[config.mk]
export PLATFORM = sky130hd
export DESIGN_NAME = mpp_port
export DESIGN_NICKNAME = d
export VERILOG_FILES = /design/src/include/mpp_pkg.sv /design/src/logic/mpp_port.sv
export SDC_FILE = /design/constraint.sdc
export NUM_CORES = 1
export LEC_CHECK = 0
export BUFFER_PORTS_ARGS = -buffer_cell sky130_fd_sc_hd__buf_4
export CORE_AREA = 2 2 127 129
export CTS_CLUSTER_DIAMETER = 30
export CTS_CLUSTER_SIZE = 8
export DETAILED_ROUTE_END_ITERATION = 10
export DIE_AREA = 0 0 129 131
export GPL_ROUTABILITY_DRIVEN = 0
export PLACE_DENSITY = 0.72
export SETUP_SLACK_MARGIN = 0.2
export SLEW_MARGIN = 20
export SYNTH_ARGS = -nofsm -noshare
export SYNTH_HDL_FRONTEND = slang
export SYNTH_SLANG_ARGS = --single-unit
export TNS_END_PERCENT = 1
[constraint.sdc]
create_clock -name clk_i -period 5.6 [get_ports clk_i]
set_input_delay 0.28 -clock clk_i [delete_from_list [all_inputs] [get_ports clk_i]]
set_output_delay 0.28 -clock clk_i [all_outputs]
set_load 0.01 [all_outputs]
[src/include/mpp_pkg.sv]
// Purpose: Constants for the MII/RMII media port
// Assumes: 32-bit classic Wishbone register bus
// Notes: Register offsets are byte addresses
`default_nettype none
package mpp_pkg;
    // Register map
    localparam logic [3:0] CTRL_OFS = 4'h0;
    localparam logic [3:0] STAT_OFS = 4'h4;
    // Control fields and reset values
    localparam int CTRL_SPEED100_BIT = 0;
    localparam int CTRL_FULLDUP_BIT = 1;
    localparam logic CTRL_SPEED100_RST = 1'h1;
    localparam logic CTRL_FULLDUP_RST = 1'h1;
    // Status fields
    localparam int STAT_RMII_BIT = 0;
    localparam int STAT_DCE_BIT = 1;
    localparam int STAT_COL_BIT = 2;
    localparam int STAT_OVR_BIT = 3;
    localparam int STAT_TXACT_BIT = 4;
    // Synchroniser bus layout
    localparam int SYN_W = 14;
    localparam int SYN_RXCLK = 0;
    localparam int SYN_TXCLK = 1;
    localparam int SYN_REFCLK = 2;
    localparam int SYN_RXD = 3;
    localparam int SYN_DV = 7;
    localparam int SYN_CRS = 8;
    localparam int SYN_ERR = 9;
    localparam int SYN_COL = 10;
    localparam int SYN_ROLE = 11;
    localparam int SYN_RMII = 12;
    localparam int SYN_SPARE = 13;
    // Reference periods per 10 Mbit/s sample
    localparam logic [3:0] TEN_DIV = 4'ha;
    // Receive FIFO word: end flag, error flag, byte
    localparam int RXW_W = 10;
    localparam int RXW_END = 9;
    localparam int RXW_ERR = 8;
    localparam int FIFO_DEPTH = 8;
    typedef enum logic [1:0] {TX_IDLE, TX_SEND, TX_GAP, TX_DROP} mpp_tx_state_t;
endpackage
`default_nettype wire

[src/logic/mpp_port.sv]
// Purpose: MII/RMII media port toward a PHY or, in DCE mode, a peer MAC
// Assumes: All link pins are asynchronous to clk_i and oversampled by it
// Notes: Link clocks are found by edge detection, not used as clocks
//
// Chosen here: the register addresses and the Wishbone interface to the registers.
`timescale 1ns/1ps
`default_nettype none

module mpp_fifo #(
    parameter int WIDTH = 10,
    parameter int DEPTH = 8
) (
    // Clock and reset
    input wire logic clk_i,
    input wire logic rst_i,
    // Fill side
    input wire logic in_valid_i,
    output logic in_ready_o,
    input wire logic [WIDTH-1:0] in_data_i,
    // Drain side
    output logic out_valid_o,
    input wire logic out_ready_i,
    output logic [WIDTH-1:0] out_data_o
);
    localparam int AW = $clog2(DEPTH);
    logic [WIDTH-1:0] mem_q [DEPTH];
    logic [AW-1:0] wr_q, rd_q;
    logic [AW:0] cnt_q;
    wire push = in_valid_i && in_ready_o;
    wire pop = out_valid_o && out_ready_i;
    assign in_ready_o = (cnt_q != (AW+1)'(DEPTH));
    assign out_valid_o = (cnt_q != '0);
    assign out_data_o = mem_q[rd_q];
    always_ff @(posedge clk_i)
    begin
        if (push)
            mem_q[wr_q] <= in_data_i;
    end
    always_ff @(posedge clk_i)
    begin
        if (rst_i)
        begin
            wr_q <= '0;
            rd_q <= '0;
            cnt_q <= '0;
        end
        else
        begin
            if (push)
                wr_q <= wr_q + 1'b1;
            if (pop)
                rd_q <= rd_q + 1'b1;
            cnt_q <= cnt_q + {{AW{1'b0}}, push} - {{AW{1'b0}}, pop};
        end
    end
endmodule // mpp_fifo

module mpp_port (
    // Clock and reset
    input wire logic clk_i,
    input wire logic rst_i,
    // Wishbone slave
    input wire logic wb_cyc_i,
    input wire logic wb_stb_i,
    input wire logic wb_we_i,
    input wire logic [3:0] wb_adr_i,
    input wire logic [3:0] wb_sel_i,
    input wire logic [31:0] wb_dat_i,
    output logic [31:0] wb_dat_o,
    output logic wb_ack_o,
    // Straps
    input wire logic link_role_select_i,
    input wire logic reduced_iface_select_i,
    // Link clocks; MII clocks are two-way
    input wire logic ref_clk_i,
    input wire logic rx_clk_i,
    output logic rx_clk_o,
    output logic rx_clk_oe_o,
    input wire logic tx_clk_i,
    output logic tx_clk_o,
    output logic tx_clk_oe_o,
    // Link receive
    input wire logic [3:0] rxd_i,
    input wire logic rx_dv_i,
    input wire logic rx_carrier_sense_i,
    input wire logic rx_err_i,
    input wire logic collision_in_i,
    // Link transmit
    output logic [3:0] txd_o,
    output logic tx_en_o,
    // Receive stream
    output logic rx_valid_o,
    input wire logic rx_ready_i,
    output logic [7:0] rx_data_o,
    output logic rx_end_o,
    output logic rx_err_o,
    // Transmit stream
    input wire logic tx_valid_i,
    output logic tx_ready_o,
    input wire logic [7:0] tx_data_i,
    input wire logic tx_last_i
);
    // Shift a piece in at the top, two bits for RMII, four for MII
    function automatic logic [7:0] shift_in(input logic [7:0] sh, input logic [3:0] d,
                                            input logic rmii);
        shift_in = rmii ? {d[1:0], sh[7:2]} : {d, sh[7:4]};
    endfunction

    // Three-stage synchroniser; a change counts once stages two and three agree
    logic [mpp_pkg::SYN_W-1:0] s1_q, s2_q, s3_q, flt_q;
    wire [mpp_pkg::SYN_W-1:0] raw = {1'b0, reduced_iface_select_i, link_role_select_i,
        collision_in_i, rx_err_i, rx_carrier_sense_i, rx_dv_i, rxd_i, ref_clk_i,
        tx_clk_i, rx_clk_i};
    wire [mpp_pkg::SYN_W-1:0] flt_d = (s2_q & s3_q) | (flt_q & (s2_q ^ s3_q));
    wire [mpp_pkg::SYN_W-1:0] rise = flt_d & ~flt_q;
    always_ff @(posedge clk_i)
    begin
        if (rst_i)
        begin
            s1_q <= '0;
            s2_q <= '0;
            s3_q <= '0;
            flt_q <= '0;
        end
        else
        begin
            s1_q <= raw;
            s2_q <= s1_q;
            s3_q <= s2_q;
            flt_q <= flt_d;
        end
    end

    // Mode decode
    logic speed100_q, fulldup_q;
    wire rmii = flt_q[mpp_pkg::SYN_RMII];
    wire dce = flt_q[mpp_pkg::SYN_ROLE] && !rmii;
    wire [3:0] rxd_now = flt_d[mpp_pkg::SYN_RXD +: 4];
    wire col_act = flt_q[mpp_pkg::SYN_COL] && !fulldup_q;

    // Reference divider: every rising edge at 100 Mbit/s, one in ten at 10
    logic [3:0] div_q;
    wire ref_rise = rise[mpp_pkg::SYN_REFCLK];
    wire ref_tick = ref_rise && (speed100_q || div_q == 4'h0);
    always_ff @(posedge clk_i)
    begin
        if (rst_i)
            div_q <= 4'h0;
        else if (ref_rise)
            div_q <= (div_q == mpp_pkg::TEN_DIV - 4'h1) ? 4'h0 : div_q + 4'h1;
    end

    // DCE clock: 50 MHz reference halved to 25 MHz, or divided by 20 to 2.5 MHz
    logic mii_clk_q;
    wire gen_rise = ref_tick && !mii_clk_q;
    always_ff @(posedge clk_i)
    begin
        if (rst_i)
            mii_clk_q <= 1'b0;
        else if (ref_tick)
            mii_clk_q <= !mii_clk_q;
    end
    assign rx_clk_o = mii_clk_q;
    assign tx_clk_o = mii_clk_q;
    assign rx_clk_oe_o = dce;
    assign tx_clk_oe_o = dce;

    // Sample events for each direction
    wire rx_evt = rmii ? ref_tick : (dce ? gen_rise : rise[mpp_pkg::SYN_RXCLK]);
    wire tx_evt = rmii ? ref_tick : (dce ? gen_rise : rise[mpp_pkg::SYN_TXCLK]);

    // Receive assembly
    wire qual = rmii ? flt_d[mpp_pkg::SYN_CRS] : flt_d[mpp_pkg::SYN_DV];
    logic [7:0] rsh_q;
    logic [1:0] rcnt_q;
    logic rframe_q, rerr_q, push_q, ovr_q;
    logic [mpp_pkg::RXW_W-1:0] pword_q;
    wire fifo_in_ready;
    wire [7:0] rsh_d = shift_in(rsh_q, rxd_now, rmii);
    wire rbyte_done = (rcnt_q == (rmii ? 2'h3 : 2'h1));
    wire rerr_now = qual && flt_d[mpp_pkg::SYN_ERR];
    always_ff @(posedge clk_i)
    begin
        if (rst_i)
        begin
            rsh_q <= 8'h00;
            rcnt_q <= 2'h0;
            rframe_q <= 1'b0;
            rerr_q <= 1'b0;
            push_q <= 1'b0;
            pword_q <= '0;
        end
        else
        begin
            push_q <= 1'b0;
            if (push_q && !fifo_in_ready && rframe_q)
                rerr_q <= 1'b1;
            if (rx_evt && qual)
            begin
                rsh_q <= rsh_d;
                rframe_q <= 1'b1;
                rcnt_q <= rbyte_done ? 2'h0 : rcnt_q + 2'h1;
                if (rerr_now)
                    rerr_q <= 1'b1;
                if (rbyte_done)
                begin
                    push_q <= 1'b1;
                    pword_q <= {2'b00, rsh_d};
                end
            end
            else if (rx_evt && rframe_q)
            begin
                push_q <= 1'b1;
                pword_q <= {1'b1, rerr_q, 8'h00};
                rframe_q <= 1'b0;
                rerr_q <= 1'b0;
                rcnt_q <= 2'h0;
            end
        end
    end

    // Link cannot be stalled, so a full FIFO loses the byte and marks the frame
    wire [mpp_pkg::RXW_W-1:0] fifo_out;
    mpp_fifo #(
        .WIDTH(mpp_pkg::RXW_W),
        .DEPTH(mpp_pkg::FIFO_DEPTH)
    ) u_rx_fifo (
        .clk_i(clk_i),
        .rst_i(rst_i),
        .in_valid_i(push_q),
        .in_ready_o(fifo_in_ready),
        .in_data_i(pword_q),
        .out_valid_o(rx_valid_o),
        .out_ready_i(rx_ready_i),
        .out_data_o(fifo_out)
    );
    assign rx_data_o = fifo_out[7:0];
    assign rx_end_o = fifo_out[mpp_pkg::RXW_END];
    assign rx_err_o = fifo_out[mpp_pkg::RXW_ERR];

    // Transmit: one byte of staging, then pieces on each transmit event
    mpp_pkg::mpp_tx_state_t st_q;
    logic [7:0] buf_q, tsh_q;
    logic buf_full_q, buf_last_q, tlast_q, tx_en_q, col_q;
    logic [1:0] tcnt_q;
    logic [3:0] txd_q;
    assign tx_ready_o = !buf_full_q;
    wire tx_take = tx_valid_i && tx_ready_o;
    wire [1:0] pieces_m1 = rmii ? 2'h3 : 2'h1;
    wire [3:0] first_pc = rmii ? {2'b00, buf_q[1:0]} : buf_q[3:0];
    wire [3:0] next_pc = rmii ? {2'b00, tsh_q[3:2]} : tsh_q[7:4];
    wire [7:0] tsh_next = rmii ? {2'b00, tsh_q[7:2]} : {4'h0, tsh_q[7:4]};
    always_ff @(posedge clk_i)
    begin
        if (rst_i)
        begin
            st_q <= mpp_pkg::TX_IDLE;
            buf_q <= 8'h00;
            buf_full_q <= 1'b0;
            buf_last_q <= 1'b0;
            tsh_q <= 8'h00;
            tlast_q <= 1'b0;
            tcnt_q <= 2'h0;
            tx_en_q <= 1'b0;
            txd_q <= 4'h0;
        end
        else
        begin
            if (tx_take)
            begin
                buf_q <= tx_data_i;
                buf_last_q <= tx_last_i;
                buf_full_q <= 1'b1;
            end
            case (st_q)
                mpp_pkg::TX_IDLE:
                    if (tx_evt && buf_full_q)
                    begin
                        tsh_q <= buf_q;
                        tlast_q <= buf_last_q;
                        buf_full_q <= 1'b0;
                        tcnt_q <= pieces_m1;
                        txd_q <= first_pc;
                        tx_en_q <= 1'b1;
                        st_q <= mpp_pkg::TX_SEND;
                    end
                mpp_pkg::TX_SEND:
                    if (col_act)
                    begin
                        tx_en_q <= 1'b0;
                        st_q <= tlast_q ? mpp_pkg::TX_GAP : mpp_pkg::TX_DROP;
                    end
                    else if (tx_evt && tcnt_q != 2'h0)
                    begin
                        txd_q <= next_pc;
                        tsh_q <= tsh_next;
                        tcnt_q <= tcnt_q - 2'h1;
                    end
                    else if (tx_evt && !tlast_q && buf_full_q)
                    begin
                        tsh_q <= buf_q;
                        tlast_q <= buf_last_q;
                        buf_full_q <= 1'b0;
                        tcnt_q <= pieces_m1;
                        txd_q <= first_pc;
                    end
                    else if (tx_evt)
                    begin
                        // Last piece done, or underrun aborts the frame
                        tx_en_q <= 1'b0;
                        txd_q <= 4'h0;
                        st_q <= tlast_q ? mpp_pkg::TX_GAP : mpp_pkg::TX_DROP;
                    end
                mpp_pkg::TX_GAP:
                    if (tx_evt)
                        st_q <= mpp_pkg::TX_IDLE;
                mpp_pkg::TX_DROP:
                    if (buf_full_q)
                    begin
                        // Discard the rest of an aborted frame
                        buf_full_q <= 1'b0;
                        if (buf_last_q)
                            st_q <= mpp_pkg::TX_GAP;
                    end
                    else
                        st_q <= st_q;
                default:
                    st_q <= mpp_pkg::TX_IDLE;
            endcase
        end
    end
    // Drop state also accepts bytes so the source can drain
    assign txd_o = txd_q;
    assign tx_en_o = tx_en_q;

    // Registers
    wire wb_req = wb_cyc_i && wb_stb_i && !wb_ack_o;
    wire sel_ctrl = (wb_adr_i == mpp_pkg::CTRL_OFS);
    wire sel_stat = (wb_adr_i == mpp_pkg::STAT_OFS);
    wire col_clr = wb_req && wb_we_i && sel_stat && wb_sel_i[0] && wb_dat_i[mpp_pkg::STAT_COL_BIT];
    wire ovr_clr = wb_req && wb_we_i && sel_stat && wb_sel_i[0] && wb_dat_i[mpp_pkg::STAT_OVR_BIT];
    wire [31:0] stat_word = {27'h0, st_q != mpp_pkg::TX_IDLE, ovr_q, col_q, dce, rmii};
    wire [31:0] ctrl_word = {30'h0, fulldup_q, speed100_q};
    wire [31:0] rd_word = sel_ctrl ? ctrl_word : (sel_stat ? stat_word : 32'h0);
    always_ff @(posedge clk_i)
    begin
        if (rst_i)
        begin
            wb_ack_o <= 1'b0;
            wb_dat_o <= 32'h0;
            speed100_q <= mpp_pkg::CTRL_SPEED100_RST;
            fulldup_q <= mpp_pkg::CTRL_FULLDUP_RST;
            col_q <= 1'b0;
            ovr_q <= 1'b0;
        end
        else
        begin
            wb_ack_o <= wb_req;
            wb_dat_o <= wb_req ? rd_word : 32'h0;
            if (wb_req && wb_we_i && sel_ctrl && wb_sel_i[0])
            begin
                speed100_q <= wb_dat_i[mpp_pkg::CTRL_SPEED100_BIT];
                fulldup_q <= wb_dat_i[mpp_pkg::CTRL_FULLDUP_BIT];
            end
            // Set wins over a clear in the same cycle
            col_q <= (col_q && !col_clr) || (col_act && st_q == mpp_pkg::TX_SEND);
            ovr_q <= (ovr_q && !ovr_clr) || (push_q && !fifo_in_ready);
        end
    end

    // Checks
    chk_col_fulldup: assert property (@(posedge clk_i) disable iff (rst_i)
        fulldup_q && st_q == mpp_pkg::TX_SEND && !tx_evt |=> st_q != mpp_pkg::TX_DROP)
        else $error("Collision acted on in full duplex");
    chk_col_abort: assert property (@(posedge clk_i) disable iff (rst_i)
        col_act && st_q == mpp_pkg::TX_SEND |=> !tx_en_o)
        else $error("Half duplex collision did not drop transmit enable");
    chk_dce_oe: assert property (@(posedge clk_i) disable iff (rst_i)
        rx_clk_oe_o |-> !flt_q[mpp_pkg::SYN_RMII] && flt_q[mpp_pkg::SYN_ROLE])
        else $error("Clock driven outside DCE MII mode");
    chk_ten_div: assert property (@(posedge clk_i) disable iff (rst_i)
        ref_tick && !speed100_q |-> div_q == 4'h0)
        else $error("10 Mbit/s sample not one in ten");
    chk_gen_clk: assert property (@(posedge clk_i) disable iff (rst_i)
        $changed(mii_clk_q) |-> $past(ref_tick))
        else $error("Generated clock moved without a reference tick");
    chk_rx_qual: assert property (@(posedge clk_i) disable iff (rst_i)
        rx_evt && !qual && !rframe_q |=> !push_q)
        else $error("Byte pushed without data valid");
    chk_rx_err: assert property (@(posedge clk_i) disable iff (rst_i)
        rx_evt && rerr_now |=> rerr_q)
        else $error("Receive error not recorded");
    chk_tx_gap: assert property (@(posedge clk_i) disable iff (rst_i)
        st_q == mpp_pkg::TX_GAP |-> !tx_en_o)
        else $error("Transmit enable high between frames");
    chk_tx_start: assert property (@(posedge clk_i) disable iff (rst_i)
        $rose(tx_en_o) |-> $past(tx_evt))
        else $error("Transmit enable rose off a clock edge");
    cov_frame_rx: cover property (@(posedge clk_i) push_q && pword_q[mpp_pkg::RXW_END]);
    cov_frame_tx: cover property (@(posedge clk_i) $fell(tx_en_o) && st_q == mpp_pkg::TX_GAP);
    cov_collide: cover property (@(posedge clk_i) col_act && st_q == mpp_pkg::TX_SEND);
    cov_overrun: cover property (@(posedge clk_i) push_q && !fifo_in_ready);
endmodule // mpp_port
`default_nettype wire

=== Word-level counts from Yosys, hierarchy flattened ===
Memories as Yosys holds them, arrays and structs flattened. A register that Yosys moved wholly into a read port is not among the register bits.
Index checks and enable logic that the tools add are counted.

* Multipliers: 0
* Shifts and indexed selects: 0
* $add $sub $neg: 7
* Bitwise logic cells: 8
* Div/mod/pow operators: 0
* Reductions and logical operators: 57
* Mux-type cells: 76
* Magnitude comparators: 0
* Equal/unequal tests: 20

{| class="wikitable"
|+ Operators with widths
! cell !! number
|-
| 2-to-1 mux 8 bit || 5
|-
| 2-to-1 mux 2 bit || 18
|-
| 2-to-1 mux 1 bit || 32
|-
| 2-to-1 mux 4 bit || 8
|-
| 2-to-1 mux 10 bit || 3
|-
| bitwise AND 14 bit || 2
|-
| logical AND 1 bit || 28
|-
| inequality test 2 bit, second input constant || 8
|-
| one-hot mux 8 bit (2 select lines) || 1
|-
| OR 14 bit || 1
|-
| bitwise XOR 14 bit || 1
|-
| inequality test 3 bit, second input constant || 4
|-
| AND reduction 5 bit || 2
|-
| zero test 1 bit || 9
|-
| zero test 4 bit || 2
|-
| inequality test 4 bit, second input constant || 2
|-
| one-hot mux 2 bit (4 select lines) || 1
|-
| one-hot mux 4 bit (2 select lines) || 1
|-
| AND reduction 4 bit || 2
|-
| nonzero test 2 bit || 4
|-
| AND reduction 7 bit || 1
|-
| adder 3 x 1 -> 3 bit, second input constant || 2
|-
| 2-to-1 mux 3 bit || 2
|-
| 2-to-1 mux 6 bit || 1
|-
| other kinds (23) || 28
|}

* ROM bits: 0
* Logic and storage cells: 202
* Bits in registers: 159
* Bits of input ports: 69
* Memories kept: 1
* Bits in writable memories: 80
* Latch bits: 0
* Output and inout bits: 54

{| class="wikitable"
|+ Memory list
! memory !! words !! width !! rd ports !! clocked after memory_dff !! write ports !! line !! source
|-
| u_rx_fifo.mem_q || 8 || 10 || 1 || 1 || 1 || mpp_port.sv:26 || <nowiki>logic [WIDTH-1:0] mem_q [DEPTH];</nowiki>
|}

=== Depth between registers and ports, before layout ===
* Depth in word-level cells: 14
* Gate-level depth with buffers: 12
* Depth with buffers taken out: 12

=== Cells and area by module ===
Synthesis repeated with hierarchy kept, for this count alone.

* Cells, all modules: 705
* Area, all modules: 8495.6 µm²

{| class="wikitable"
|+ Modules (own cells, without submodules)
! module !! cells each !! times used !! area each (µm²)
|-
| mpp_port || 510 || 1 || 4738.3
|-
| mpp_fifo || 195 || 1 || 3757.4
|}

=== Worst setup path after synthesis ===
No wires, ideal clock.

* Path kind: register -> register
* Start point: register u_rx_fifo.cnt_q[2]
* End point: memory u_rx_fifo.mem_q[1][0] (enable)
* Slack: 3.385 ns
* Required time: 5.210 ns
* Stages on the path, launching flop included: 6
* Clock period less this slack: 2.215 ns
* Arrival: 1.825 ns
* Path buffers: 0
* Path through: dfxtp_1 > inv_1 > ha_1 > a21boi_1 > nand2_1 > nor3_1

* Word-level cells in the longest chain between the ends: 4

{| class="wikitable"
|+ Ends and longest elaborated chain
! what !! line !! source
|-
| start: declaration || mpp_port.sv:28 || <nowiki>logic [AW:0] cnt_q;</nowiki>
|-
| start signal: assignment || mpp_port.sv:53 || <nowiki>cnt_q <= cnt_q + {{AW{1'b0}}, push} - {{AW{1'b0}}, pop};</nowiki>
|-
| inequality test 4 bit || mpp_port.sv:31 || <nowiki>assign in_ready_o = (cnt_q != (AW+1)'(DEPTH));</nowiki>
|-
| logical AND 1 bit || mpp_port.sv:29 || <nowiki>wire push = in_valid_i && in_ready_o;</nowiki>
|-
| net u_rx_fifo.push || mpp_port.sv:29 ||
|-
| 2-to-1 mux 1 bit || mpp_port.sv:36 || <nowiki>if (push)</nowiki>
|-
| 2-to-1 mux 1 bit (not written as such) || mpp_port.sv:37 || <nowiki>mem_q[wr_q] <= in_data_i;</nowiki>
|-
| end: declaration || mpp_port.sv:26 ||
|}

The timed path passes the listed nets, and every way through them passes these cells.

=== Worst setup path in the final report ===
* Start point: register flt_q[12] in the netlist's numbering
* End point: register tsh_q[2]

* Word-level cells in the longest chain between the ends: 8

{| class="wikitable"
|+ Ends and longest elaborated chain
! what !! line !! source
|-
| start: declaration || mpp_port.sv:110 || <nowiki>logic [mpp_pkg::SYN_W-1:0] s1_q, s2_q, s3_q, flt_q;</nowiki>
|-
| start signal: assignment || mpp_port.sv:130 || <nowiki>flt_q <= flt_d;</nowiki>
|-
| zero test 1 bit || mpp_port.sv:137 || <nowiki>wire dce = flt_q[mpp_pkg::SYN_ROLE] && !rmii;</nowiki>
|-
| logical AND 1 bit || mpp_port.sv:137 ||
|-
| 2-to-1 mux 1 bit (2 in a row) || mpp_port.sv:170 || <nowiki>wire tx_evt = rmii ? ref_tick : (dce ? gen_rise : rise[mpp_pkg::SYN_TXCLK]);</nowiki>
|-
| logical AND 1 bit (on tied branches) || mpp_port.sv:293, mpp_port.sv:299 ||
|-
| 2-to-1 mux 8 bit / logical AND 1 bit (equally long branches) || mpp_port.sv:293, mpp_port.sv:299 ||
|-
| 2-to-1 mux 8 bit / inequality test 3 bit (equally long branches) || n/a ||
|-
| one-hot mux 8 bit (2 select lines) / AND reduction 4 bit (equally long branches) || n/a ||
|-
| end signal: assignment || mpp_port.sv:279 || <nowiki>tsh_q <= buf_q;</nowiki>
|-
| end signal: assignment || mpp_port.sv:296 || <nowiki>tsh_q <= tsh_next;</nowiki>
|-
| end signal: assignment || mpp_port.sv:301 || <nowiki>tsh_q <= buf_q;</nowiki>
|-
| end: declaration || mpp_port.sv:243 || <nowiki>logic [7:0] buf_q, tsh_q;</nowiki>
|}

Parallel ways exist; a longest one is shown, timed or not. The select of a mux whose other input is x is not followed.
A chain may end at the register's enable or synchronous reset.

==> metrics.md <==
| Metric | Value |
|---|---|
| Row cnt | 46 |
| Switching Share | 22.3% |
| Clk buf depth | 3 |
| Dpl hpwl | 9.97 mm |
| Crit path capture type | register |
| Register share of total power | 41.0% |
| Adder and majority gate portion of the synthesized area | 3.52% |
| Max Cap Violations | 0 |
| N_diodes | 0 |
| Post-synth top cells | dfxtp_1, edfxtp_1, nor2_1 |
| RR Endpoint | tsh_q[2] |
| Flop2flop setup slack | 2.83 ns |
| Clk_skew | 0.0203 ns |
| CP arrival | 3.20 ns |
| Share of layout cells above drive strength 1 | 21.4% |
| Outcome | finished, final reports clean |
| Syn Inst Count | 685 |
| Clock Latency Late Sink | 0.51 ns |
| R2r startpoint | flt_q[12] |
| Initial DRC count | 278 |
| Count of final hold-check violations | 0 |
| CTS clk-pin slew, worst paths | 0.04 ns |
| Reg2reg path depth | 4 |
| Clock Sinks | 207 |
| Vias/cell | 5.28 |
| Post-Syn Area | 8390 um^2 |
| Max-slew violations | 0 |
| Initial Util | 53.8% |
| Mux cell area share after synthesis | 9.51% |
| Grt met1 use | 22.0% |
| Main area contributors after synthesis | dfxtp_1, edfxtp_1, mux4_2 |
| Met2 GRT Util | 33.5% |
| DR vias | 5275 |
| Core ar. | 15600 um^2 |
| Antenna violations before repair | 0 |
| Synth Area in XOR/XNOR | 1.04% |
| Total I/O pin count | 123 |
| GR Util met3 | 3.91% |
| Area Overhead vs Synth | 20.2% |
| First-pass GRT wire length | 25.0 mm |
| Worst path bufs/invs | 0 |
| Post-synth EDFFs | 80 |
| Clock share of power | 49.8% |
| DIE AREA | 16900 um^2 |
| Max transition margin | 27.8% |
| Vias in the first global route | 5238 |
| Post-CTS sizing | 0 |
| Asr flop ratio synth | 0% |
| H-tree depth | 2 |
| CP max stage delay | 0.86 ns |
| Layout Nets | 853 |
| CTS tree | done |
| CP max stage cell | or4b_1 |
| Post-synthesis average cell area | 12.2 um^2 |
| HP Class | primary input to register |
| Hold depth | 2 |
| Worst Setup Slack, final | 2.83 ns |
| Ys flop type | dfxtp_1 |
| Netlist cell types | 63 |
| Hold Path Sink | s1_q[12] |
| Post-synth top area share | 30.3% |
| Count leader, synth | dfxtp_1 |
| Cells along the critical path | or4b_1 -> a221oi_4 -> o221ai_1 -> a21oi_1 |
| Hold_sp | reduced_iface_select_i |
| Crit path launch type | register |
| Min Tclk post-route | 2.77 ns |
| Period utilization | 49.5% |
| Setup CP Type | register to register |
| Post-synthesis register bit count | 207 |
| Final ANT Viol Nets | 0 |
| Combinational Power Share | 9.2% |
| RSZ-0062 raised after global routing | false |
| I/O Buffers | 64 |
| Switching power | 0.000889 W |
| Max Freq | 361 MHz |
| Ys Warns | 0 |
| Crit path max fanout | 22 |
| CP startpoint | flt_q[12] |
| Busiest grt layer | met2 |
| Internal | 0.00310 W |
| Remaining Overflow, GRT | 0 |
| Synth area leader | dfxtp_1 |
| TNS Setup | 0 ns |
| Pwr/cell area | 396 nW/um^2 |
| Seq/Total Area, Yosys | 58.9% |
| Clk root buf | clkbuf_16 |
| Synth Area in Compound Gates | 9.81% |
| CTS Buf Count | 36 |
| Total GRT Usage | 18.8% |
| Post-Synth Simple-Gate Area | 11.9% |
| Number of remaining DRC errors | 0 |
| Largest delay share family, worst path | compound AO/OA/AOI/OAI gates |
| Largest family of logic cells by synthesized area | simple AND/OR/NAND/NOR gates |
| Largest net degree at the start of global routing | 77 |
| DR pass1 iterations | 5 |
| Worst slack at placement | 2.81 ns |
| Die H | 131 um |
| Routed WL per cell | 15.6 um |
| Die W | 129 um |
| Tightest Pin Transition | 1.08 ns |
| WP data required | 6.02 ns |
| Maximum VDD drop | 0.221 mV |
| Final WL | 15.6 mm |
| Lkg Pwr | 3.87 nW |
| Setup-failing EPs final | 0 |
[how the worst max path moves through the flow]
stage                                 end  slack [ns]  cells after the start
CTS                              tsh_q[3]        2.82                      4
detailed placement               tsh_q[3]        2.81                      4
global placement                 tsh_q[3]        2.88                      4
global route                   pword_q[4]        2.61                      5
floorplan           u_rx_fifo.mem_q[1][0]        3.39                      5
finish                           tsh_q[2]        2.83                      4
[cell families (layout without fill, tap and decap cells)]
family | after synthesis | count (layout)
xor gates and xnor gates | 10 | 10
other | 1 | 27
and+or+nand+nor | 196 | 196
DFF | 207 | 207
AOI/OAI and AO/OA | 115 | 115
muxes | 53 | 53
buffers and inverters | 80 | 153
adders and majority gates | 23 | 23
[sequential cells by signal, indices dropped and copies added (netlist names), 2 cells and up, named ones only]
register / count
buf_q: 8
div_q: 4
flt_q: 13
pword_q: 10
rcnt_q: 2
rsh_q: 6
s1_q: 13
s2_q: 13
s3_q: 13
st_q: 2
tcnt_q: 2
tsh_q: 6
txd_o: 4
u_rx_fifo.cnt_q: 4
u_rx_fifo.mem_q: 80
u_rx_fifo.rd_q: 3
u_rx_fifo.wr_q: 3
wb_dat_o: 5
[final cells by class]
type                    instances  area [um^2]
clock buffers                  51          997
inverters                      19         71.3
well taps                     216          270
repair buffers                 73          566
multi-input cells             424         3120
fillers                      1184         5510
flip-flops and latches        207         4940
clock inverters                10          118
[stage by stage]
step | util, % | cell area [um^2] | hold slack [ns] | instances | total power, W
2_1_floorplan | - | 8490 | 0.408 | 711 | 0.00194
4_1_cts | 64.6 | 10100 | 0.000706 | 1000 | 0.00403
5_1_grt | 64.7 | 10100 | 0.0145 | 1000 | 0.00416
3_3_place_gp | 57.0 | 8900 | 0.418 | 932 | 0.00201
6_report | 64.7 | 10100 | 0.00928 | 1000 | 0.00399
3_5_place_dp | 57.0 | 8900 | 0.423 | 932 | 0.00202
[cells in the final DEF (no fill, tap or decap), types with 4 or more instances in the layout]
cell type and n:
dfxtp_1 127, edfxtp_1 80, buf_4 66, nor2_1 55
nor2b_1 50, nand2_1 42, a21oi_1 42, clkbuf_16 36
conb_1 27, ha_1 22, mux4_2 20, mux2i_1 19
inv_1 18, mux2_2 14, o21ai_0 14, nand2b_1 12
clkbuf_1 11, nand3_1 8, dlygate4sd3_1 7, xor2_1 6
a22o_1 6, o21ai_1 5, a31oi_1 5, a211oi_1 5
and2_1 5, clkinv_2 5, nor3_1 4, xnor2_1 4
clkbuf_8 4
[routing by layer]
layer	wire (um)	up-vias
met5	0	-
met4	407	0
met3	691	34
met2	8040	140
met1	6440	2535
li1	-	2566
[power by group through the flow]
| stage | sequential, W | combinational, W | clock, W |
|---|---|---|---|
| 3_3_place_gp | 0.00166 | 0.000345 | 0 |
| 6_report | 0.00163 | 0.000369 | 0.00199 |
| 2_1_floorplan | 0.00164 | 0.000298 | 0 |
| 3_5_place_dp | 0.00166 | 0.000356 | 0 |
| 5_1_grt | 0.00164 | 0.000418 | 0.00210 |
| 4_1_cts | 0.00163 | 0.000371 | 0.00202 |
[what timing repair did]
action                                  CTS  global route
setup buffers                             0             0
endpoints found under the setup margin    0             0
hold buffers                              7             0
endpoints found under the hold margin     7             0
Note: power is estimated with default switching activity, not from simulation.
